<file path="src/hdl/hifr_map.vh">
// register map, field positions and reset values of the irq mask / frame block
`ifndef HIFR_MAP_VH
`define HIFR_MAP_VH
// command codes (low seven bits select, bit 7 marks a write)
`define HIFR_CMD_IE_RD 8'h04
`define HIFR_CMD_IE_WR 8'h84
`define HIFR_CMD_ID_RD 8'h05
`define HIFR_CMD_ID_WR 8'h85
`define HIFR_CMD_FI_RD 8'h0d
`define HIFR_CMD_FI_WR 8'h8d
`define HIFR_CMD_FR_RD 8'h0e
`define HIFR_CMD_CS_WR 8'h88
// interrupt mask layout
`define HIFR_MIE_BIT 31
`define HIFR_EV_MASK 7'h7d
`define HIFR_EV_W 7
`define HIFR_CS_HCR_BIT 0
// frame interval layout
`define HIFR_FI_MSB 13
`define HIFR_FI_W 14
`define HIFR_LP_LSB 16
`define HIFR_LP_MSB 30
`define HIFR_LP_W 15
`define HIFR_FIT_BIT 31
`define HIFR_FI_NOMINAL 14'h2edf
`define HIFR_BT_DIV 4'h7
`define HIFR_ZERO32 32'h00000000
`define HIFR_MIE_RST 1'b1
`define HIFR_EV_PAD_W 24
`define HIFR_FI_PAD_W 2
`define HIFR_FR_PAD_W 17
`define HIFR_DIV_ZERO 4'h0
`define HIFR_DIV_STEP 4'h1
`endif

</file>
<file path="src/hdl/hifr_frame_timer.v">
// frame remaining down-counter with toggle capture and frame start strobe
`timescale 1ns/1ps
`include "hifr_map.vh"
module hifr_frame_timer (
    input wire clk,
    input wire rst_n,
    input wire bit_tick,
    input wire run,
    input wire [`HIFR_FI_W-1:0] interval,
    input wire interval_toggle,
    output reg [`HIFR_FI_W-1:0] bits_left_q,
    output reg bits_left_toggle_q,
    output reg frame_start_q
);
    // -------------------------------------------------------------
    // countdown
    // -------------------------------------------------------------
    // reload on the bit time after zero, so a frame spans interval+1 bits
    always @(posedge clk or negedge rst_n) begin
        if (!rst_n) begin
            bits_left_q <= {`HIFR_FI_W{1'b0}};
            bits_left_toggle_q <= 1'b0;
            frame_start_q <= 1'b0;
        end else begin
            frame_start_q <= 1'b0;
            if (!run) begin
                bits_left_q <= {`HIFR_FI_W{1'b0}};
            end else if (bit_tick) begin
                if (bits_left_q == {`HIFR_FI_W{1'b0}}) begin
                    bits_left_q <= interval;
                    bits_left_toggle_q <= interval_toggle;
                    frame_start_q <= 1'b1;
                end else begin
                    bits_left_q <= bits_left_q - 1'b1;
                end
            end
        end
    end
endmodule // hifr_frame_timer

</file>
<file path="src/hdl/hifr_regs.v">
// interrupt mask and frame interval register bank of the host controller
`timescale 1ns/1ps
`include "hifr_map.vh"
// Overview of operation
// - writing one to a clear-register bit clears that enable bit
// - writing zero to a clear-register bit leaves that enable bit alone
// - reading the clear register returns the live enable register
// - clear register is read with code 05h and written with 85h
// - one at bit 31 clears master irq enable; zero does nothing
// - master field shows set after hardware or software reset
// - per-event clear bits 6,5,4,3,2,0; bits 30..7 and 1 reserved
// - frame interval register read with code 0Dh, written with 8Dh
// - bits 13..0 hold bits between frames; reset value 11999
// - controller reset command returns interval field to nominal
// - largest packet field loads the packet counter each frame start
// - packet counter gives largest transfer in bits without overrun
// - interrupt only when event, its enable and master enable all set
// - remaining counter drops each bit time, reloads after zero
// - at zero the interval toggle is copied to the remaining toggle

// command port: one strobe cycle, read data in the next cycle only
// read codes 04/05/0d/0e, write codes 84/85/88/8d; others are ignored
// code 88 with bit 0 set acts as the controller reset command
// the bit-time tick is a plain divide of clk, so frames run slightly
// short against a true 12 MHz; fine for register behaviour, not for
// timing-accurate bus traffic
//
// read layouts:
//   04/05  {master, 24 x 0, lanes 6..0 with lane 1 always 0}
//   0d     {toggle, budget 14..0, 2 x 0, interval 13..0}
//   0e     {remaining toggle, 17 x 0, remaining 13..0}
// reset state: interval nominal, budget and toggle zero, lanes zero,
// master enable set; the reset command restores the same except that
// budget and toggle keep their values
module hifr_regs (
    input wire clk,
    input wire nrst,
    input wire [7:0] cmd_addr,
    input wire [31:0] cmd_wdata,
    input wire cmd_wr,
    input wire cmd_rd,
    input wire run,
    input wire [`HIFR_EV_W-1:0] event_flags,
    input wire packet_bits_used,
    output reg [31:0] cmd_rdata_q,
    output reg irq_q,
    output reg controller_reset_q,
    output reg frame_start_q,
    output reg [`HIFR_LP_W-1:0] packet_budget_q
);
    // -------------------------------------------------------------
    // reset synchroniser
    // -------------------------------------------------------------
    // assert at once, release after two clean edges so every flop
    // leaves reset in the same cycle
    reg rst_meta_q;
    reg rst_n_q;
    always @(posedge clk or negedge nrst) begin
        if (!nrst) begin
            rst_meta_q <= 1'b0;
            rst_n_q <= 1'b0;
        end else begin
            rst_meta_q <= 1'b1;
            rst_n_q <= rst_meta_q;
        end
    end

    // -------------------------------------------------------------
    // bit-time tick (12 MHz from 100 MHz, approximate by /8 divider)
    // -------------------------------------------------------------
    reg [3:0] div_q;
    reg bit_tick_q;
    // coarse rate: a true 12 MHz needs a fractional divider
    always @(posedge clk or negedge rst_n_q) begin
        if (!rst_n_q) begin
            div_q <= `HIFR_DIV_ZERO;
            bit_tick_q <= 1'b0;
        end else begin
            bit_tick_q <= (div_q == `HIFR_BT_DIV);
            // wrap rather than free-run so the tick period is exact
            if (div_q == `HIFR_BT_DIV) begin
                div_q <= `HIFR_DIV_ZERO;
            end else begin
                div_q <= div_q + `HIFR_DIV_STEP;
            end
        end
    end

    // -------------------------------------------------------------
    // command decode
    // -------------------------------------------------------------
    // codes are matched whole: bit 7 alone does not make a write, so a
    // strobe with an unknown code changes nothing
    wire wr_ie = cmd_wr && (cmd_addr == `HIFR_CMD_IE_WR);
    wire wr_id = cmd_wr && (cmd_addr == `HIFR_CMD_ID_WR);
    wire wr_fi = cmd_wr && (cmd_addr == `HIFR_CMD_FI_WR);
    wire wr_cs = cmd_wr && (cmd_addr == `HIFR_CMD_CS_WR);
    wire sw_reset = wr_cs && cmd_wdata[`HIFR_CS_HCR_BIT];

    // -------------------------------------------------------------
    // interrupt enable bits
    // -------------------------------------------------------------
    localparam [`HIFR_EV_W-1:0] ev_live = `HIFR_EV_MASK;
    reg mie_q;
    wire [`HIFR_EV_W-1:0] ev_en;
    wire [`HIFR_EV_W-1:0] ev_wdata = cmd_wdata[`HIFR_EV_W-1:0];
    wire mie_bit = cmd_wdata[`HIFR_MIE_BIT];
    // master enable leaves either reset set, so the master field of the
    // clear register reads as one until software clears it
    always @(posedge clk or negedge rst_n_q) begin
        if (!rst_n_q) begin
            mie_q <= `HIFR_MIE_RST;
        end else if (sw_reset) begin
            mie_q <= `HIFR_MIE_RST;
        end else if (wr_ie && mie_bit) begin
            mie_q <= 1'b1;
        end else if (wr_id && mie_bit) begin
            mie_q <= 1'b0;
        end
    end

    // one flop per live event lane; reserved lanes have no flop at all,
    // so no write can ever make them read back as one
    genvar g;
    generate
        for (g = 0; g < `HIFR_EV_W; g = g + 1) begin : g_ev
            if (ev_live[g]) begin : g_live
                reg lane_q;
                // a zero on the clear code falls through: lane kept
                always @(posedge clk or negedge rst_n_q) begin
                    if (!rst_n_q) begin
                        lane_q <= 1'b0;
                    end else if (sw_reset) begin
                        lane_q <= 1'b0;
                    end else if (wr_ie && ev_wdata[g]) begin
                        lane_q <= 1'b1;
                    end else if (wr_id && ev_wdata[g]) begin
                        lane_q <= 1'b0;
                    end
                end
                assign ev_en[g] = lane_q;
            end else begin : g_rsvd
                assign ev_en[g] = 1'b0;
            end
        end
    endgenerate

    // -------------------------------------------------------------
    // frame interval register
    // -------------------------------------------------------------
    reg [`HIFR_FI_W-1:0] interval_q;
    reg [`HIFR_LP_W-1:0] largest_q;
    reg toggle_q;
    // interval field: nominal after either reset, else the last write
    always @(posedge clk or negedge rst_n_q) begin
        if (!rst_n_q) begin
            interval_q <= `HIFR_FI_NOMINAL;
        end else if (sw_reset) begin
            interval_q <= `HIFR_FI_NOMINAL;
        end else if (wr_fi) begin
            // a trim at any frame start takes effect at the next reload
            interval_q <= cmd_wdata[`HIFR_FI_MSB:0];
        end
    end

    // budget field is kept across the reset command; software sizes it
    always @(posedge clk or negedge rst_n_q) begin
        if (!rst_n_q) begin
            largest_q <= {`HIFR_LP_W{1'b0}};
        end else if (wr_fi) begin
            largest_q <= cmd_wdata[`HIFR_LP_MSB:`HIFR_LP_LSB];
        end
    end

    // toggle is a marker for software only; hardware never flips it
    always @(posedge clk or negedge rst_n_q) begin
        if (!rst_n_q) begin
            toggle_q <= 1'b0;
        end else if (wr_fi) begin
            toggle_q <= cmd_wdata[`HIFR_FIT_BIT];
        end
    end

    // -------------------------------------------------------------
    // frame timer
    // -------------------------------------------------------------
    // the timer parks at zero while run is low, so the first tick after
    // run rises starts a frame at once
    wire [`HIFR_FI_W-1:0] bits_left;
    wire bits_left_toggle;
    wire frame_start;
    hifr_frame_timer u_timer (
        .clk(clk),
        .rst_n(rst_n_q),
        .bit_tick(bit_tick_q),
        .run(run),
        .interval(interval_q),
        .interval_toggle(toggle_q),
        .bits_left_q(bits_left),
        .bits_left_toggle_q(bits_left_toggle),
        .frame_start_q(frame_start)
    );

    // -------------------------------------------------------------
    // largest packet budget counter
    // -------------------------------------------------------------
    // stop at zero: a wrap would hand the scheduler a huge fresh budget
    wire budget_step = packet_bits_used && bit_tick_q &&
                       (packet_budget_q != {`HIFR_LP_W{1'b0}});
    // counts down in bits as the transfer engine consumes bit times
    always @(posedge clk or negedge rst_n_q) begin
        if (!rst_n_q) begin
            packet_budget_q <= {`HIFR_LP_W{1'b0}};
        end else if (frame_start) begin
            packet_budget_q <= largest_q;
        end else if (budget_step) begin
            packet_budget_q <= packet_budget_q - 1'b1;
        end
    end

    // -------------------------------------------------------------
    // outputs: interrupt, strobes and read data
    // -------------------------------------------------------------
    wire [31:0] ie_view = {mie_q, {`HIFR_EV_PAD_W{1'b0}}, ev_en};
    // bits 15..14 have no storage, so they always read as zero
    wire [31:0] fi_view = {toggle_q, largest_q, {`HIFR_FI_PAD_W{1'b0}},
                           interval_q};
    wire [31:0] fr_view = {bits_left_toggle, {`HIFR_FR_PAD_W{1'b0}},
                           bits_left};
    wire [`HIFR_EV_W-1:0] ev_pending = event_flags & ev_en;
    reg [31:0] rdata_d;
    // read data stands only in the cycle after the strobe; an unknown
    // code returns zero rather than a stale word
    always @* begin
        rdata_d = `HIFR_ZERO32;
        if (cmd_rd) begin
            case (cmd_addr)
                `HIFR_CMD_IE_RD: rdata_d = ie_view;
                `HIFR_CMD_ID_RD: rdata_d = ie_view;
                `HIFR_CMD_FI_RD: rdata_d = fi_view;
                `HIFR_CMD_FR_RD: rdata_d = fr_view;
                default: rdata_d = `HIFR_ZERO32;
            endcase
        end
    end

    // read data register; back to zero when no read is in flight
    always @(posedge clk or negedge rst_n_q) begin
        if (!rst_n_q) begin
            cmd_rdata_q <= `HIFR_ZERO32;
        end else begin
            cmd_rdata_q <= rdata_d;
        end
    end

    // -------------------------------------------------------------
    // interrupt request
    // -------------------------------------------------------------
    // registered so the pin never glitches, at one cycle of latency
    always @(posedge clk or negedge rst_n_q) begin
        if (!rst_n_q) begin
            irq_q <= 1'b0;
        end else begin
            irq_q <= mie_q && (|ev_pending);
        end
    end

    // -------------------------------------------------------------
    // strobes
    // -------------------------------------------------------------
    // one-cycle notice that the reset command landed; the register
    // effects take place on the same edge
    always @(posedge clk or negedge rst_n_q) begin
        if (!rst_n_q) begin
            controller_reset_q <= 1'b0;
        end else begin
            controller_reset_q <= sw_reset;
        end
    end

    // frame start retimed once more so the pin leaves a local flop
    always @(posedge clk or negedge rst_n_q) begin
        if (!rst_n_q) begin
            frame_start_q <= 1'b0;
        end else begin
            frame_start_q <= frame_start;
        end
    end
endmodule // hifr_regs

</file>
<file path="config.mk">
export PLATFORM = sky130hd
export DESIGN_NAME = hifr_regs
export DESIGN_NICKNAME = d
export VERILOG_FILES = /design/src/hdl/hifr_frame_timer.v /design/src/hdl/hifr_regs.v
export VERILOG_INCLUDE_DIRS = /design/src /design/src/hdl
export SDC_FILE = /design/constraint.sdc
export NUM_CORES = 1
export LEC_CHECK = 0
export BUFFER_PORTS_ARGS = -buffer_cell sky130_fd_sc_hd__buf_4
export CORE_MARGIN = 2
export CORE_UTILIZATION = 45
export CTS_BUF_LIST = sky130_fd_sc_hd__clkbuf_2
export CTS_CLUSTER_DIAMETER = 30
export DETAILED_ROUTE_END_ITERATION = 7
export GPL_TIMING_DRIVEN = 0
export PLACE_DENSITY = 0.64
export SYNTH_ARGS = -nofsm -noshare
export SYNTH_HDL_FRONTEND = slang
export SYNTH_SLANG_ARGS = --single-unit
</file>
<file path="constraint.sdc">
create_clock -name clk -period 8.85 [get_ports clk]
set_input_delay 0.885 -clock clk [delete_from_list [all_inputs] [get_ports clk]]
set_output_delay 0.885 -clock clk [all_outputs]
set_load 0.005 [all_outputs]
</file>
; Yosys cells after proc, flatten, opt, wreduce, memory -nomap -nowiden
; Cells that the tools add are included.
[word_totals]
regBits = 110
out_inout_bits = 50
word_cells = 106
[classes]
add_sub_neg = 3
eq_ne = 10
reduce_logical = 36
muxes = 34
n_bitwise = 1
[ops]
columns = operator, n
row1 = case mux 32 bit (3 select lines), 1
row2 = 2-to-1 mux 14 bit, 5
row3 = == test 8 bit (second input constant), 4
row4 = 2-to-1 mux 32 bit, 1
row5 = 2-to-1 mux 15 bit, 2
row6 = 2-to-1 mux 1 bit, 24
row7 = logical AND 1 bit, 22
row8 = nonzero test 3 bit, 7
row9 = == test 8 x 3 -> 1 bit (second input constant), 2
row10 = == test 8 x 4 -> 1 bit (second input constant), 2
row11 = nonzero test 15 bit, 1
row12 = subtractor 15 x 1 -> 15 bit (second input constant), 1
row13 = zero test 14 bit, 1
row14 = subtractor 14 x 1 -> 14 bit (second input constant), 1
row15 = AND 7 bit, 1
row16 = OR reduction 7 bit, 1
row17 = adder 4 x 1 -> 4 bit (second input constant), 1
row18 = == test 4 x 3 -> 1 bit (second input constant), 1
row19 = 2-to-1 mux 4 bit, 1
row20 = nonzero test 2 bit, 2
row21 = AND reduction 3 bit, 1
row22 = inequality test 2 x 1 -> 1 bit (second input constant), 1
row23 = OR reduction 2 bit, 1

; Logic depth before layout (Yosys ltp)
[depth]
depth_word = 6
mapped_depth = 7
depth_no_buf = 6

; Modules after synthesis
; A second synthesis with hierarchy kept.
[unflattened]
hier_cells = 511
area_unflattened_um2 = 5038.6
[by_module_without_submodules]
columns = module, cells_per_inst, n_inst, area_each_um2
row1 = hifr_regs, 402, 1, 4003.8
row2 = hifr_frame_timer, 109, 1, 1034.7

; Least setup slack after synthesis
; Ideal clock, no wire load.
[synth_timing]
kind = input port to flip-flop
startpoint = input cmd_addr[5]
endpoint = register cmd_rdata_q[21]
stages = 6
path_buffers = 2
setup_time_ns = 0.066
arrival_time_ns = 2.192
slack_ns = 6.592
cell_sequence = nor3_1 and4b_1 clkbuf_1 and3_1 clkbuf_1 and2_1
[synth_between]
elab_chain_cells = 4
[synth_lines]
columns = item, line_no
row1 = from (decl), hifr_regs.v:38  ; input wire [7:0] cmd_addr,
row2 = == test 8 x 3 -> 1 bit, hifr_regs.v:237  ; case (cmd_addr)
row3 = OR reduction 2 bit (no line), --
row4 = case mux 32 bit (3 select lines) *, hifr_regs.v:237
row5 = 2-to-1 mux 32 bit *, hifr_regs.v:236  ; if (cmd_rd) begin
row6 = via rdata_d[21], hifr_regs.v:231  ; reg [31:0] rdata_d;
row7 = to (signal assigned), hifr_regs.v:250  ; cmd_rdata_q <= `HIFR_ZERO32;
row8 = to (signal assigned), hifr_regs.v:252  ; cmd_rdata_q <= rdata_d;
row9 = to (decl), hifr_regs.v:45  ; output reg [31:0] cmd_rdata_q,
; Mark *: on every way through the listed nets, which the timed path passes. The rest lies on a longest branch.
; A chain may end at the register's enable or synchronous reset.

; Final worst setup path
[layout_timing]
startpoint = register u_timer.bits_left_q[0]
endpoint = register u_timer.bits_left_toggle_q
[layout_between]
elab_chain_cells = 2
[layout_lines]
columns = item, line_no
row1 = from (decl), hifr_frame_timer.v:11  ; output reg [`HIFR_FI_W-1:0] bits_left_q,
row2 = from (signal assigned), hifr_frame_timer.v:21  ; bits_left_q <= {`HIFR_FI_W{1'b0}};
row3 = from (signal assigned), hifr_frame_timer.v:27  ; bits_left_q <= {`HIFR_FI_W{1'b0}};
row4 = from (signal assigned), hifr_frame_timer.v:30  ; bits_left_q <= interval;
row5 = zero test 14 bit, hifr_frame_timer.v:29  ; if (bits_left_q == {`HIFR_FI_W{1'b0}}) begin
row6 = AND reduction 3 bit (no line), --
row7 = to (signal assigned), hifr_frame_timer.v:31  ; bits_left_toggle_q <= interval_toggle;
row8 = to (decl), hifr_frame_timer.v:12  ; output reg bits_left_toggle_q,
; Every way passes these cells.

==> out/results.ini <==
[run_status]
status = complete, no violations

[worst_setup_path]
reg2reg_slack_ns = 6.45
endpoint_kind = register
crit_type = register to register
startpoint_type = register
worstPathRequired_ns = 9.39
timing.rr.end = u_timer.bits_left_toggle_q
ff2ff_path_depth = 6
cp.arrival_ns = 2.94
worstReg2RegStart = u_timer.bits_left_q[0]
critPathMaxFanout = 7

[floorplanning]
placementRows = 38
die_h_um = 110.2
ios = 103
core_area_um2 = 10940
dieWidth_um = 110.2
initial_core_util_pct = 46.42
floorplan.die_area_um2 = 12150

[run]
cap_violations = 0

[clock_tree]
clockBufferDepth = 2
cts_tree = built
clock_sinks = 108
cts_buffers = 9
cts.clk_slew.worst_paths_ns = 0.29
clk_latency_ns = 0.60
post_cts_resized = 0
htreeDepth = 3
post_cts_buffers = 0
clockRootBuffer = clkbuf_2
ctsHoldBuffers = 0

[sta]
holdWs_ns = 0.2750
rsz0062_at_grt = no
max_freq_mhz = 416.2
finalHoldViolCount = 0
worst_pin_slew_ns = 1.130
post-route-period-util_pct = 27.15
fin_skew_ns = 0.02689
setup_violations = 0
drv_slew = 0
relSlewSlack_pct = 24.11
fin_crit_ns = 2.403
fin_tns_setup_ns = 0

[drt]
wl_met1_mm = 5.472
drt_iter0_drc = 232
postRouteAntennaNets = 0
top_layer = met4
dr.pass1.iters = 4
routed_wirelength_mm = 12.23
dr_wl_met2_mm = 5.943
num_vias = 4152
viasPerCell = 5.695
drc = 0
wl_met3_um = 657
routedWlPerCell_um = 16.78

[place]
hpwl_mm = 8.950
port-buffer-count = 96
globalplace.congestion = 0.8839

[logic_synthesis]
synth_area_um2 = 5076
syn_avg_cell_area_um2 = 10.69
synth_flop_cell = dfrtp_1
synth_cell_types = 62
synth_edf_count = 0
async_flop_share_pct = 100.0
seq_area_frac_synth_pct = 53.54
synth_seq_cells = 108
synth_cells = 475
yosysWarnings = 0

[pwr]
power_density_nw_per_um2 = 152.4
power_leakage_nw = 3.131
ir_drop_v = 0.00009170

[global_route]
grt_pass1_vias = 3869
grt_start_max_net_pins = 72
gr-total-overflow = 0
antenna_found_initial = 0
track_usage_pct = 21.25
grt_pass1_wl_mm = 19.78

[cells_and_area]
register_area_um2 = 2721
fill_cells = 983
fin_nets = 641
syn_to_final_growth_pct = 21.62
drive_above_1_share_pct = 26.83
n_antenna_cell = 0
multi_input_area_um2 = 2208

[min_path]
hp-class = register to asynchronous set/reset pin

[cells in the mapped netlist, types with 4 or more instances]
| library cell | n | share of area, % |
|---|---|---|
| dfrtp_1 | 96 | 47 |
| nor2_1 | 49 | 3.6 |
| nand2_1 | 36 | 2.7 |
| mux2i_1 | 24 | 4.7 |
| a22oi_1 | 20 | 3.0 |
| clkbuf_1 | 19 | 1.4 |
| mux2_2 | 19 | 4.2 |
| and2_1 | 18 | 2.2 |
| nand4_1 | 16 | 2.0 |
| dfstp_2 | 12 | 6.2 |
| nand3_1 | 12 | 1.2 |
| a31oi_1 | 11 | 1.4 |
| o21ai_0 | 11 | 1.1 |
| inv_1 | 10 | 0.74 |
| nor3_1 | 10 | 0.99 |
| or3_1 | 10 | 1.2 |
| a21oi_1 | 9 | 0.89 |
| or4_1 | 8 | 1.2 |
| a22o_1 | 7 | 1.2 |
| nor4_1 | 7 | 0.86 |
| nor2b_1 | 4 | 0.49 |
| o31ai_1 | 4 | 0.59 |
[state kept, by name, summed over array words and instances, names as in the netlist]
signal	flops
cmd_rdata_q	30
largest_q	15
packet_budget_q	15
interval_q	14
u_timer.bits_left_q	14
g_ev.g_live.lane_q	6
div_q	4
bit_tick_q	1
controller_reset_q	1
frame_start_q	1
irq_q	1
mie_q	1
rst_meta_q	1
rst_n_q	1
toggle_q	1
u_timer.bits_left_toggle_q	1
u_timer.frame_start_q	1
[worst max-delay path, stage by stage (launching register included)]
cell and delay (ns):
dfrtp_1 0.51, inv_1 0.13, ha_1 0.19, nor3b_1 0.53
nand4_1 0.40, nor2_1 0.26, mux2_2 0.35
[cell families (layout without fill, tap and decap cells)]
group	count (synthesis)	in the layout	share of synthesized area (%)
AO/OA/AOI/OAI	84	84	11.66
XOR/XNOR	2	2	0.3451
adder cells (fa/ha/maj)	3	3	0.7395
buffers and inverters	36	149	3.032
flip-flops	108	108	53.54
multiplexers	43	43	8.948
other	2	3	0.1479
AND/OR/NAND/NOR	197	197	21.59
[per-layer routing]
layer / vias to the layer above / global-route usage [%]
li1: 1968 / -
met3: 13 / 4.292
met5: - / 0
met2: 100 / 34.53
met1: 2071 / 29.18
met4: 0 / 5.714
[stage by stage]
step                power (mW)  instances  cell area (um^2)  worst slack, ns  util [%]
finish                  0.9409        729              6173            6.447     56.45
global route            0.9862        729              6173            6.297     56.45
CTS                     0.9485        728              6163            6.441     56.36
detailed placement      0.6642        713              6007            5.896     54.93
global placement        0.6585        712              5976            4.443     54.65
floorplan               0.6095        476              5080            5.640         -
[where the power goes]
part | internal, mW | leakage [nW] | switching (mW) | total (mW)
clock | 0.121 | 0.0904 | 0.163 | 0.284
sequential | 0.517 | 1.44 | 0.0239 | 0.541
combinational | 0.0584 | 1.60 | 0.0573 | 0.116
total | 0.697 | 3.13 | 0.244 | 0.941
[worst max-delay path by stage]
stage          slack [ns]  depth (start not counted)                         end              startpoint
2_1_floorplan        5.64                          0                  bit_tick_q                 rst_n_q
3_3_place_gp         4.44                          0       g_ev[4].g_live.lane_q                 rst_n_q
3_5_place_dp         5.90                          7             cmd_rdata_q[30]             cmd_addr[5]
4_1_cts              6.44                          6  u_timer.bits_left_toggle_q  u_timer.bits_left_q[0]
5_1_grt              6.30                          6  u_timer.bits_left_toggle_q  u_timer.bits_left_q[0]
6_report             6.45                          6  u_timer.bits_left_toggle_q  u_timer.bits_left_q[0]
[layout make-up]
class                      count  share of cell area, %
inverter                      11                 0.6688
buffer                        25                  1.824
timing repair buffer          98                  12.28
sequential                   108                  44.08
multi-input combinational    332                  35.77
clock inverter                 6                  1.804
tap                          140                  2.837
clock buffer                   9                 0.7296
[layout by cell type (no fill, tap or decap), types with 4 or more instances in the layout]
master / count
nor3_1: 10
mux2_2: 19
o21ai_0: 11
nor2b_1: 4
a22o_1: 7
nor2_1: 49
mux2i_1: 24
dfstp_2: 12
o31ai_1: 4
a31oi_1: 11
clkbuf_2: 9
and2_1: 18
nor4_1: 7
nand3_1: 12
a22oi_1: 20
dfrtp_1: 95
a21oi_1: 9
inv_1: 10
buf_4: 98
or3_1: 10
clkbuf_1: 19
or4_1: 8
nand4_1: 16
nand2_1: 36
No activity file was read; power rests on OpenSTA's default activity.
